File: config.mk
export PLATFORM = sky130hd
export DESIGN_NAME = dac_control
export DESIGN_NICKNAME = d
export VERILOG_FILES = /design/src/dac_control.v
export VERILOG_INCLUDE_DIRS = /design/src
export SDC_FILE = /design/constraint.sdc
export NUM_CORES = 1
export LEC_CHECK = 0
export BUFFER_PORTS_ARGS = -buffer_cell sky130_fd_sc_hd__buf_4
export CORE_MARGIN = 4
export CORE_UTILIZATION = 40
export CTS_BUF_LIST = sky130_fd_sc_hd__clkbuf_8
export CTS_CLUSTER_SIZE = 16
export DETAILED_ROUTE_END_ITERATION = 10
export PLACE_DENSITY = 0.71
export SKIP_CTS_REPAIR_TIMING = 1
export SLEW_MARGIN = 20
export SYNTH_ARGS = -nofsm -noshare
export SYNTH_HDL_FRONTEND = slang
export SYNTH_SLANG_ARGS = --single-unit
export TNS_END_PERCENT = 10
File: constraint.sdc
create_clock -name mclk -period 8.85 [get_ports mclk]
set_input_delay 0.4425 -clock mclk [delete_from_list [all_inputs] [get_ports mclk]]
set_output_delay 0.4425 -clock mclk [all_outputs]
set_load 0.05 [all_outputs]
File: src/dac_ctrl_map.vh
`ifndef DAC_CTRL_MAP_VH
`define DAC_CTRL_MAP_VH

// Register byte offsets, one aligned 32-bit word each
`define OFS_CONTROL_A     6'h00
`define OFS_CONTROL_B     6'h04
`define OFS_CONTROL_C     6'h08
`define OFS_TIMING        6'h0c
`define OFS_CHAN0_LOW     6'h10
`define OFS_CHAN0_HIGH    6'h14
`define OFS_CHAN1_LOW     6'h18
`define OFS_CHAN1_HIGH    6'h1c
`define OFS_GAIN          6'h20
`define OFS_OFFSET        6'h24
`define OFS_STATUS        6'h28

// control_a fields
`define BIT_MODULE_ENABLE 0
`define BIT_CHAN0_ENABLE  2
`define BIT_CHAN1_ENABLE  3
`define BIT_ADC_ROUTE     4

// control_b fields
`define BIT_CHAN0_TRIG    0
`define BIT_CHAN1_TRIG    1
`define MODE_LSB          5
`define MODE_MSB          6
`define MODE_SINGLE       2'h0
`define MODE_DUAL         2'h2

// control_c fields
`define BIT_LEFT_ADJUST   0
`define REF_LSB           3
`define REF_MSB           4
`define REF_BANDGAP       2'h0
`define REF_SUPPLY        2'h1
`define REF_EXTERNAL      2'h2

// timing_control fields
`define REFRESH_LSB       0
`define REFRESH_MSB       3
`define SEP_LSB           4
`define SEP_MSB           6

// Calibration fields
`define CAL_DIR_BIT       6
`define CAL_MAG_MSB       5
`define GAIN_SHIFT        11

// Reset values
`define RST_BYTE          8'h00
`define RST_CAL           7'h00
`define RST_CODE          12'h000

`endif

File: src/dac_control.v
// Register access over Avalon-MM and the register offsets were decided locally.
`timescale 1ns/1ps
`include "dac_ctrl_map.vh"

module dac_control (
  input  wire        mclk,
  input  wire        nrst,
  input  wire [5:0]  address,
  input  wire        read,
  input  wire        write,
  input  wire [31:0] writedata,
  input  wire [3:0]  byteenable,
  output reg  [31:0] readdata,
  output reg         waitrequest,
  input  wire        eventChan0,
  input  wire        eventChan1,
  output reg  [11:0] convCode,
  output reg         convStart,
  output reg         sampleChan0,
  output reg         sampleChan1,
  output reg         holdBypass,
  output reg         outEnable0,
  output reg         outEnable1,
  output reg  [1:0]  refSelect,
  output reg         adcRoute
);

  localparam [1:0] ST_IDLE = 2'b01;
  localparam [1:0] ST_BUSY = 2'b10;

  reg [7:0]  controlA;
  reg [7:0]  controlB;
  reg [7:0]  controlC;
  reg [7:0]  timingControl;
  reg [7:0]  chan0Low;
  reg [7:0]  chan0High;
  reg [7:0]  chan1Low;
  reg [7:0]  chan1High;
  reg [6:0]  gainCorrection;
  reg [6:0]  offsetCorrection;
  reg [1:0]  state;
  reg        pending0;
  reg        pending1;
  reg        refreshDue;
  reg        refreshing;
  reg        refreshCh1Left;
  reg [7:0]  sepCount;
  reg [16:0] refreshCount;

  wire       acc        = (read | write) & ~waitrequest;
  wire       wrAcc      = acc & write & byteenable[0];
  wire       enabled    = controlA[`BIT_MODULE_ENABLE];
  wire [1:0] mode       = controlB[`MODE_MSB:`MODE_LSB];
  wire       dualMode   = (mode == `MODE_DUAL);
  wire       evTrig0    = controlB[`BIT_CHAN0_TRIG];
  wire       evTrig1    = controlB[`BIT_CHAN1_TRIG];
  wire       leftAdjust = controlC[`BIT_LEFT_ADJUST];
  wire [3:0] refreshSel = timingControl[`REFRESH_MSB:`REFRESH_LSB];
  wire [2:0] sepSel     = timingControl[`SEP_MSB:`SEP_LSB];
  wire [11:0] value0;
  wire [11:0] value1;
  wire [16:0] refreshLen;
  wire [7:0]  sepLen;
  wire        refreshTick;
  wire        req0;
  wire        req1;

  // Byte pair to 12-bit code; reset state is right adjusted
  function [11:0] joinValue;
    input [7:0] lo;
    input [7:0] hi;
    input       left;
    begin
      if (left) begin
        joinValue = {hi, lo[7:4]};
      end else begin
        joinValue = {hi[3:0], lo};
      end
    end
  endfunction

  // Sign-magnitude correction, saturated to the code range
  function [11:0] calibrate;
    input [11:0] v;
    input [6:0]  gain;
    input [6:0]  offs;
    reg   [17:0] prod;
    reg   [13:0] sum;
    begin
      prod = v * gain[`CAL_MAG_MSB:0];
      sum  = {2'b00, v};
      if (gain[`CAL_DIR_BIT]) begin
        sum = sum - {7'h00, prod[17:`GAIN_SHIFT]};
      end else begin
        sum = sum + {7'h00, prod[17:`GAIN_SHIFT]};
      end
      if (offs[`CAL_DIR_BIT]) begin
        sum = sum - {8'h00, offs[`CAL_MAG_MSB:0]};
      end else begin
        sum = sum + {8'h00, offs[`CAL_MAG_MSB:0]};
      end
      if (sum[13]) begin
        calibrate = 12'h000;
      end else if (sum[12]) begin
        calibrate = 12'hfff;
      end else begin
        calibrate = sum[11:0];
      end
    end
  endfunction

  assign value0 = joinValue(chan0Low, chan0High, leftAdjust);
  assign value1 = joinValue(chan1Low, chan1High, leftAdjust);

  // Power-of-two intervals: sep 0x04 -> 16, refresh 0x06 -> 128
  assign sepLen     = 8'h01 << sepSel;
  assign refreshLen = 17'h00002 << refreshSel;

  // Refresh field zero turns the automatic refresh off
  assign refreshTick = enabled & dualMode & (refreshSel != 4'h0) &
                       (refreshCount == refreshLen - 17'h00001);

  // High byte write or event, chosen per channel
  assign req0 = enabled & (evTrig0 ? eventChan0
                : (wrAcc && address == `OFS_CHAN0_HIGH));
  assign req1 = enabled & dualMode & (evTrig1 ? eventChan1
                : (wrAcc && address == `OFS_CHAN1_HIGH));

  // Avalon slave: one wait cycle, then a single answer cycle
  always @(posedge mclk) begin
    if (!nrst) begin
      waitrequest <= 1'b1;
      readdata    <= 32'h00000000;
    end else begin
      waitrequest <= ~((read | write) & waitrequest);
      if (read & waitrequest) begin
        case (address)
          `OFS_CONTROL_A: readdata <= {24'h000000, controlA};
          `OFS_CONTROL_B: readdata <= {24'h000000, controlB};
          `OFS_CONTROL_C: readdata <= {24'h000000, controlC};
          `OFS_TIMING:    readdata <= {24'h000000, timingControl};
          `OFS_CHAN0_LOW: readdata <= {24'h000000, chan0Low};
          `OFS_CHAN0_HIGH: readdata <= {24'h000000, chan0High};
          `OFS_CHAN1_LOW: readdata <= {24'h000000, chan1Low};
          `OFS_CHAN1_HIGH: readdata <= {24'h000000, chan1High};
          `OFS_GAIN:      readdata <= {25'h0, gainCorrection};
          `OFS_OFFSET:    readdata <= {25'h0, offsetCorrection};
          `OFS_STATUS:    readdata <= {28'h0000000, refreshing, state[1], pending1, pending0};
          default:        readdata <= 32'h00000000;
        endcase
      end
    end
  end

  // Register writes; unmapped offsets are ignored
  always @(posedge mclk) begin
    if (!nrst) begin
      controlA         <= `RST_BYTE;
      controlB         <= `RST_BYTE;
      controlC         <= `RST_BYTE;
      timingControl    <= `RST_BYTE;
      chan0Low         <= `RST_BYTE;
      chan0High        <= `RST_BYTE;
      chan1Low         <= `RST_BYTE;
      chan1High        <= `RST_BYTE;
      gainCorrection   <= `RST_CAL;
      offsetCorrection <= `RST_CAL;
    end else if (wrAcc) begin
      case (address)
        `OFS_CONTROL_A:  controlA <= writedata[7:0];
        `OFS_CONTROL_B:  controlB <= writedata[7:0];
        `OFS_CONTROL_C:  controlC <= writedata[7:0];
        `OFS_TIMING:     timingControl <= writedata[7:0];
        `OFS_CHAN0_LOW:  chan0Low <= writedata[7:0];
        `OFS_CHAN0_HIGH: chan0High <= writedata[7:0];
        `OFS_CHAN1_LOW:  chan1Low <= writedata[7:0];
        `OFS_CHAN1_HIGH: chan1High <= writedata[7:0];
        `OFS_GAIN:       gainCorrection <= writedata[6:0];
        `OFS_OFFSET:     offsetCorrection <= writedata[6:0];
        default:         controlA <= controlA;
      endcase
    end
  end

  // Free-running refresh interval, untouched by extra conversions
  always @(posedge mclk) begin
    if (!nrst) begin
      refreshCount <= 17'h00000;
    end else if (!enabled || !dualMode || refreshSel == 4'h0 || refreshTick) begin
      refreshCount <= 17'h00000;
    end else begin
      refreshCount <= refreshCount + 17'h00001;
    end
  end

  // Shared conversion stage scheduler
  always @(posedge mclk) begin
    if (!nrst) begin
      state          <= ST_IDLE;
      pending0       <= 1'b0;
      pending1       <= 1'b0;
      refreshDue     <= 1'b0;
      refreshing     <= 1'b0;
      refreshCh1Left <= 1'b0;
      sepCount       <= 8'h00;
      convCode       <= `RST_CODE;
      convStart      <= 1'b0;
      sampleChan0    <= 1'b0;
      sampleChan1    <= 1'b0;
    end else if (!enabled) begin
      state          <= ST_IDLE;
      pending0       <= 1'b0;
      pending1       <= 1'b0;
      refreshDue     <= 1'b0;
      refreshing     <= 1'b0;
      refreshCh1Left <= 1'b0;
      convStart      <= 1'b0;
      sampleChan0    <= 1'b0;
      sampleChan1    <= 1'b0;
    end else begin
      convStart   <= 1'b0;
      sampleChan0 <= 1'b0;
      sampleChan1 <= 1'b0;
      if (refreshTick) begin
        refreshDue <= 1'b1;
      end
      case (state)
        ST_IDLE: begin
          if (refreshDue || refreshTick) begin
            // Refresh outranks waiting requests, which stay pending
            refreshDue     <= 1'b0;
            refreshing     <= 1'b1;
            refreshCh1Left <= 1'b1;
            convCode       <= calibrate(value0, gainCorrection, offsetCorrection);
            convStart      <= 1'b1;
            sampleChan0    <= 1'b1;
            sepCount       <= sepLen - 8'h01;
            state          <= ST_BUSY;
          end else if (pending0) begin
            convCode    <= calibrate(value0, gainCorrection, offsetCorrection);
            convStart   <= 1'b1;
            sampleChan0 <= dualMode;
            sepCount    <= sepLen - 8'h01;
            state       <= ST_BUSY;
          end else if (pending1 && dualMode) begin
            convCode    <= calibrate(value1, gainCorrection, offsetCorrection);
            convStart   <= 1'b1;
            sampleChan1 <= 1'b1;
            sepCount    <= sepLen - 8'h01;
            state       <= ST_BUSY;
          end
        end
        ST_BUSY: begin
          if (sepCount != 8'h00) begin
            sepCount <= sepCount - 8'h01;
          end else if (refreshing && refreshCh1Left && dualMode) begin
            refreshCh1Left <= 1'b0;
            convCode       <= calibrate(value1, gainCorrection, offsetCorrection);
            convStart      <= 1'b1;
            sampleChan1    <= 1'b1;
            sepCount       <= sepLen - 8'h01;
          end else begin
            refreshing <= 1'b0;
            state      <= ST_IDLE;
          end
        end
        default: begin
          state <= ST_IDLE;
        end
      endcase
      // Clear on service first, so a new request in that cycle survives
      if (state == ST_IDLE && !(refreshDue || refreshTick)) begin
        if (pending0) begin
          pending0 <= 1'b0;
        end else if (pending1 && dualMode) begin
          pending1 <= 1'b0;
        end
      end
      // A second request while one is pending merges into it
      if (req0) begin
        pending0 <= 1'b1;
      end
      if (req1) begin
        pending1 <= 1'b1;
      end
    end
  end

  // Static outputs; no interrupt line exists by design
  always @(posedge mclk) begin
    if (!nrst) begin
      holdBypass <= 1'b1;
      outEnable0 <= 1'b0;
      outEnable1 <= 1'b0;
      refSelect  <= `REF_BANDGAP;
      adcRoute   <= 1'b0;
    end else begin
      holdBypass <= ~dualMode;
      outEnable0 <= enabled & controlA[`BIT_CHAN0_ENABLE];
      outEnable1 <= enabled & dualMode & controlA[`BIT_CHAN1_ENABLE];
      refSelect  <= controlC[`REF_MSB:`REF_LSB];
      adcRoute   <= enabled & controlA[`BIT_ADC_ROUTE];
    end
  end

endmodule

==> qor.yml, run 1 <==
timing:
  layout_min_cycle_time_ps: 8500
  timing.final.hold_violations: 0
  finalMaxSlewViolations: 0
  finalClockSkew_ps: 27.7
  setup_viol: 0
  setup_slack_ps: 349
  worst_slew_pin_slew_ps: 1020
  setup_tns_ps: 0
  fmax_ghz: 0.118
  timing.slew.headroom_pct: 31.3
  fin_crit_sh_pct: 96.1
grt:
  grt-ovfl-total: 0
  grt_first_pass_wirelength_mm: 61.2
  antenna_found_initial: 0
  grt_pass1_vias: 11800
  grt_max_degree: 116
  grt_usage_pct: 19.3
pwr:
  p_sw_share_pct: 30.0
  leakage_nw: 6.50
  seq_power_share_pct: 48.0
  p_int_mw: 0.927
  combPwrFrac_pct: 8.0
  peakVddDrop_uv: 88.2
  pwr-share-clk_pct: 44.0
  finalPower_mw: 1.32
  p_switching_mw: 0.397
  p_per_area_nw_per_um2: 85.7
layout:
  drive_gt1_share_pct: 9.46
  nets: 2014
  area_growth_pct: 9.90
  fillers: 3355
  diodes: 0
yosys:
  syn-mean-instance-area_sq_um: 8.03
  synthTopCellsByArea: "dfxtp_1 (20%), fa_1 (12%), ha_1 (9.5%), nor2b_1 (5.5%), inv_1 (4.6%)"
  synth_top_cell_by_area: "dfxtp_1"
  syn_inst: 1751
  yosysSeqAreaShare_pct: 19.9
  netlist.area_leader.share_pct: 19.9
  synth.most_common_cell: "inv_1"
  synth_edf_count: 0
  netlist_top_cells_count: "inv_1 (174), nand2_1 (154), dfxtp_1 (140)"
  synth_ff_type: "dfxtp_1"
  netlist_area_sq_um: 14100
  yosysUniqueCellTypes: 72
  async_flop_share_pct: 0
  yosysWarnings: 0
  ys_ff_latch: 140
critical_path:
  slowest_stage: "fa_1"
  cp_common_cell: "a21oi_1"
  required_ps: 9270
  cp.arrival_ps: 8920
  end_kind: "flop"
  slowest_delay_ps: 550
  crit_type: "flop to flop"
  ff2ff_setup_slack_ps: 350
  start_kind: "flop"
  reg2reg_from: "controlC[0]"
  crit_path_start: "controlC[0]"
  crit_fanout: 6
routing:
  drc: 0
  dr.pass1.iters: 5
  first_iter_violations: 985
  wirelength_mm: 37.8
  vias: 12300
  vias_per_cell: 5.49
  routedWlPerCell_um: 16.9
  postRouteAntennaNets: 0
floorplanning:
  boundaryPins: 102
  core.rowCount: 68
  die_w_um: 196
  die_area_sq_um: 38200
  start_util_pct: 40.6
  die_height_um: 196
  core_area_sq_um: 34600
placement:
  portBuffers: 50
  dp_slack_ps: -6.06
  dp_hpwl_mm: 28.3
  finalWeightedCongestion: 0.886
clocking:
  cts_tree: "done"
  clkSlewWorstSetupHoldPaths_ps: 100
  insertion_delay_ps: 490
  h-tree-depth: 4
  clock-root-buffer: "clkbuf_8"
  cts_sinks: 140
  cts_buffer_depth: 2
  numCtsBuffers: 17
hold_path:
  hold_class: "input port to flop"
  hp-start: "read"
job:
  cap_violations: 0
status:
  status: "complete, no violations"
critical path, delay by kind of cell (launching register included):
family                     cells  cell delay [ps]
buffers and inverters          6              700
xor gates and xnor gates       3              700
muxes                          1              240
and+or+nand+nor                7             1010
adders and majority gates      6             2590
AOI/OAI and AO/OA             15             2800
DFF                            1              400
metrics by stage:
stage | hold slack (ps) | cell area [sq um] | util (%) | instances
4_1_cts | 178 | 15300 | 44.1 | 2231
5_1_grt | 200 | 15500 | 44.6 | 2241
6_report | 191 | 15500 | 44.6 | 2241
3_3_place_gp | 452 | 14800 | 42.8 | 2199
2_1_floorplan | 423 | 14200 | - | 1774
3_5_place_dp | 461 | 14800 | 42.8 | 2199
power by group through the flow:
| stage | clock network (mW) | logic (mW) | registers, mW |
|---|---|---|---|
| 2_1_floorplan | 0 | 0.0724 | 0.659 |
| 3_3_place_gp | 0 | 0.101 | 0.650 |
| 3_5_place_dp | 0 | 0.102 | 0.650 |
| 4_1_cts | 0.586 | 0.102 | 0.636 |
| 5_1_grt | 0.613 | 0.112 | 0.636 |
| 6_report | 0.583 | 0.106 | 0.635 |
final timing paths:
check | end | depth (start not counted)
setup / recovery | convCode[11] | 38
hold / removal | waitrequest | 2
setup reg to reg | convCode[11] | 38
hold reg to reg | controlC[7] | 2
layout by cell type, fill, tap and decap left out, types with 11 or more instances in the layout:
cell type,count
nand3_1,84
mux2i_1,48
and3_1,11
a21boi_0,67
inv_1,173
ha_1,105
o21ai_1,12
conb_1,24
a221oi_1,11
o21ai_0,63
nand2_1,154
a21oi_1,64
xor2_1,25
nor2_1,95
nor3_1,27
clkbuf_8,17
xnor2_1,54
o21a_1,18
buf_4,94
nor2b_1,123
and2_1,28
dfxtp_1,139
nand2b_1,24
a31oi_1,23
fa_1,86
o21bai_1,29
a21o_1,22
layout make-up:
class                           count  area (sq um)  area share, %
Clock buffer                       17           234           1.51
Clock inverter                     15           196           1.27
Inverter                          176           661           4.27
Multi-Input combinational cell   1341         10300           66.3
Sequential cell                   140          2810           18.2
Tap cell                          455           569           3.68
Timing Repair Buffer               97           739           4.78
cell families (layout without fill, tap and decap cells):
| logic type | after synthesis | count (layout) | share of synthesized area (%) |
|---|---|---|---|
| flops | 140 | 140 | 19.9 |
| other cells | 1 | 24 | 0.0267 |
| simple gates | 601 | 601 | 21.9 |
| mux | 59 | 59 | 4.25 |
| fa+ha+maj | 194 | 194 | 21.8 |
| xor+xnor | 83 | 83 | 5.27 |
| buf+inv | 294 | 305 | 8.67 |
| compound gates | 379 | 380 | 18.2 |
layer usage:
layer | routed length [um] | vias to the layer above | track usage [%]
li1 | - | 5895 | -
met1 | 16500 | 5941 | 26.3
met2 | 17300 | 413 | 31.0
met3 | 3030 | 64 | 3.74
met4 | 933 | 0 | 5.95
met5 | 0 | - | 0
registers in the layout, indices dropped and copies added, names as in the netlist, 2 cells and up:
signal            count
refreshCount         17
offsetCorrection      7
readdata              8
convCode             12
chan0Low              8
refSelect             2
timingControl         8
controlB              8
controlA              8
chan0High             8
sepCount              8
chan1High             8
gainCorrection        7
controlC              8
state                 2
chan1Low              8
Note: power is estimated with default switching activity, not from simulation.
==> inputs of run 2 (changes only) <==
- PLACE_DENSITY: 0.71 -> unset
==> run 2 against run 1 <==
Combinational power hardly changed. Utilization increased by 0.11 points. Setup slack better by 76 ps. Critical endpoint unchanged. Highest routed layer unchanged.
==> qor.yml, run 2 (synthesis results as in run 1) <==
floorplanning:
  die_area_sq_um: 38200  # unchanged
  boundaryPins: 102  # unchanged
  die_w_um: 196  # unchanged
  core_area_sq_um: 34600  # unchanged
  core.rowCount: 68  # unchanged
  start_util_pct: 40.6  # unchanged
  die_height_um: 196  # unchanged
grt:
  antenna_found_initial: 0  # unchanged
  grt_max_degree: 115  # -0.86%
  grt_first_pass_wirelength_mm: 63.3  # +3.4%
  met1_usage_pct: 28.8  # +2.4 points
  grtUsageMet2_pct: 32.3  # +1.3 points
  grt_pass1_vias: 11800  # -0.068%
  use_met3_pct: 2.85  # -0.90 points
  grt_usage_pct: 20.2  # +0.89 points
  grt_busiest_layer: "met2"
  grt-ovfl-total: 0  # unchanged
timing:
  rsz0062_at_grt: "no"
  timing.final.hold_violations: 0  # unchanged
  finalClockSkew_ps: 18.8  # -8.87 ps
  fin_crit_sh_pct: 95.2  # -0.86 points
  timing.slew.headroom_pct: 33.5  # +2.2 points
  worst_slew_pin_slew_ps: 998  # -23.2 ps
  finalMaxSlewViolations: 0  # unchanged
  fmax_ghz: 0.119  # +0.91%
  layout_min_cycle_time_ps: 8420  # -76.4 ps
  setup_viol: 0  # unchanged
  finalHoldWorstSlack_ps: 176  # -14.9 ps
routing:
  vias_per_cell: 5.46  # -0.71%
  first_iter_violations: 1015  # +3.0%
  routedWlPerCell_um: 17.4  # +2.9%
  vias: 12200  # -0.62%
  dr.pass1.iters: 6  # +1
  drc: 0  # unchanged
  postRouteAntennaNets: 0  # unchanged
  wirelength_mm: 39.0  # +3.0%
critical_path:
  rr_worst_depth: 35  # -7.9%
  slowest_delay_ps: 530  # -20 ps
  end_kind: "flop"
  crit_type: "flop to flop"
  reg2reg_to: "convCode[11]"
  cp.arrival_ps: 8820  # -100 ps
  reg2reg_from: "controlC[0]"
  cp_common_cell: "a21o_1"
  crit_fanout: 8  # +2
  ff2ff_setup_slack_ps: 430  # +80 ps
  slowest_stage: "fa_1"
  required_ps: 9240  # -30 ps
  start_kind: "flop"
pwr:
  leakage_nw: 6.54  # +0.64%
  p_per_area_nw_per_um2: 86.5  # +0.93%
  peakVddDrop_uv: 84.9  # -3.8%
  finalPower_mw: 1.34  # +1.2%
layout:
  largest_reg_flops: 17  # unchanged
  final_util_pct: 44.7  # +0.11 points
  reg_top3: "refreshCount x17, convCode x12"
  finish.instance_area_sq_um: 15500  # +0.24%
  area_growth_pct: 10.2
  layout_common_cells: "inv_1 (175), nand2_1 (154), dfxtp_1 (139)"
  diodes: 0  # unchanged
  drive_gt1_share_pct: 9.68  # +0.21 points
  nets: 2017  # +0.15%
  final_common_cell: "inv_1"
  top_register: "refreshCount"
  layout.cells.non_filler: 2243  # +0.089%
clocking:
  cts_sinks: 140  # unchanged
  cts_buffer_depth: 2  # unchanged
  h-tree-depth: 4  # unchanged
  clkSlewWorstSetupHoldPaths_ps: 90  # about the same
  insertion_delay_ps: 470  # -20 ps
  numCtsBuffers: 17  # unchanged
  clock-root-buffer: "clkbuf_8"
  cts_tree: "done"
placement:
  finalWeightedCongestion: 0.918  # +3.6%
  placed_cells: 2203  # +0.18%
  dp_hpwl_mm: 29.3  # +3.6%
  portBuffers: 50  # unchanged
  placedInstanceArea_sq_um: 14900  # +0.20%
status:
  status: "complete, no violations"
hold_path:
  hp-start: "read"
  holdPathStages: 2  # unchanged
  hold_end: "waitrequest"
  hold_class: "input port to flop"
job:
  cap_violations: 0  # unchanged
-- run 2: layout make-up --
cell class	count	area (sq um)
fillers	3472	19100
multi-input cells	1340	10200
flip-flops and latches	140	2810
repair buffers	101	759
inverters	176	661
well taps	455	569
clock buffers	21	289
clock inverters	10	163
-- run 2: through the flow --
step / TNS, ps / setup slack (ps)
after global placement: 0 / 190
after floorplan: 0 / 131
after detailed placement: 0 / 44.4
after global routing: 0 / 6.36
final: 0 / 425
after CTS: -7.86 / -7.86
-- run 2: worst max-delay path: cells and delay by family, from the launching register on --
family	cells	cell delay (ps)
AOI/OAI and AO/OA	17	3290
adders and majority gates	6	2470
and+or+nand+nor	5	790
xor gates and xnor gates	3	630
muxes	1	450
DFF	1	410
buffers and inverters	3	300
-- run 2: how the worst max path moves through the flow --
stage	start	to	slack (ps)	depth (start not counted)
floorplan	controlC[0]	convCode[3]	130	41
global placement	controlC[0]	convCode[11]	190	39
detailed placement	controlC[0]	convCode[11]	40	39
CTS	controlC[0]	convCode[11]	-8	37
global route	controlC[0]	convCode[9]	6	36
finish	controlC[0]	convCode[11]	430	35
-- run 2: power breakdown --
part	internal [mW]	total (mW)	switching (mW)
logic	0.0281	0.105	0.0770
clock network	0.336	0.599	0.263
registers	0.632	0.635	0.00300
total	0.996	1.34	0.343
-- run 2: per-layer routing --
metal,share of wire (%),routed length (um),vias up
met5,0,0,-
met4,2.2,848,0
met3,5.9,2280,45
met2,46,17800,348
met1,46,18100,5946
li1,-,-,5898
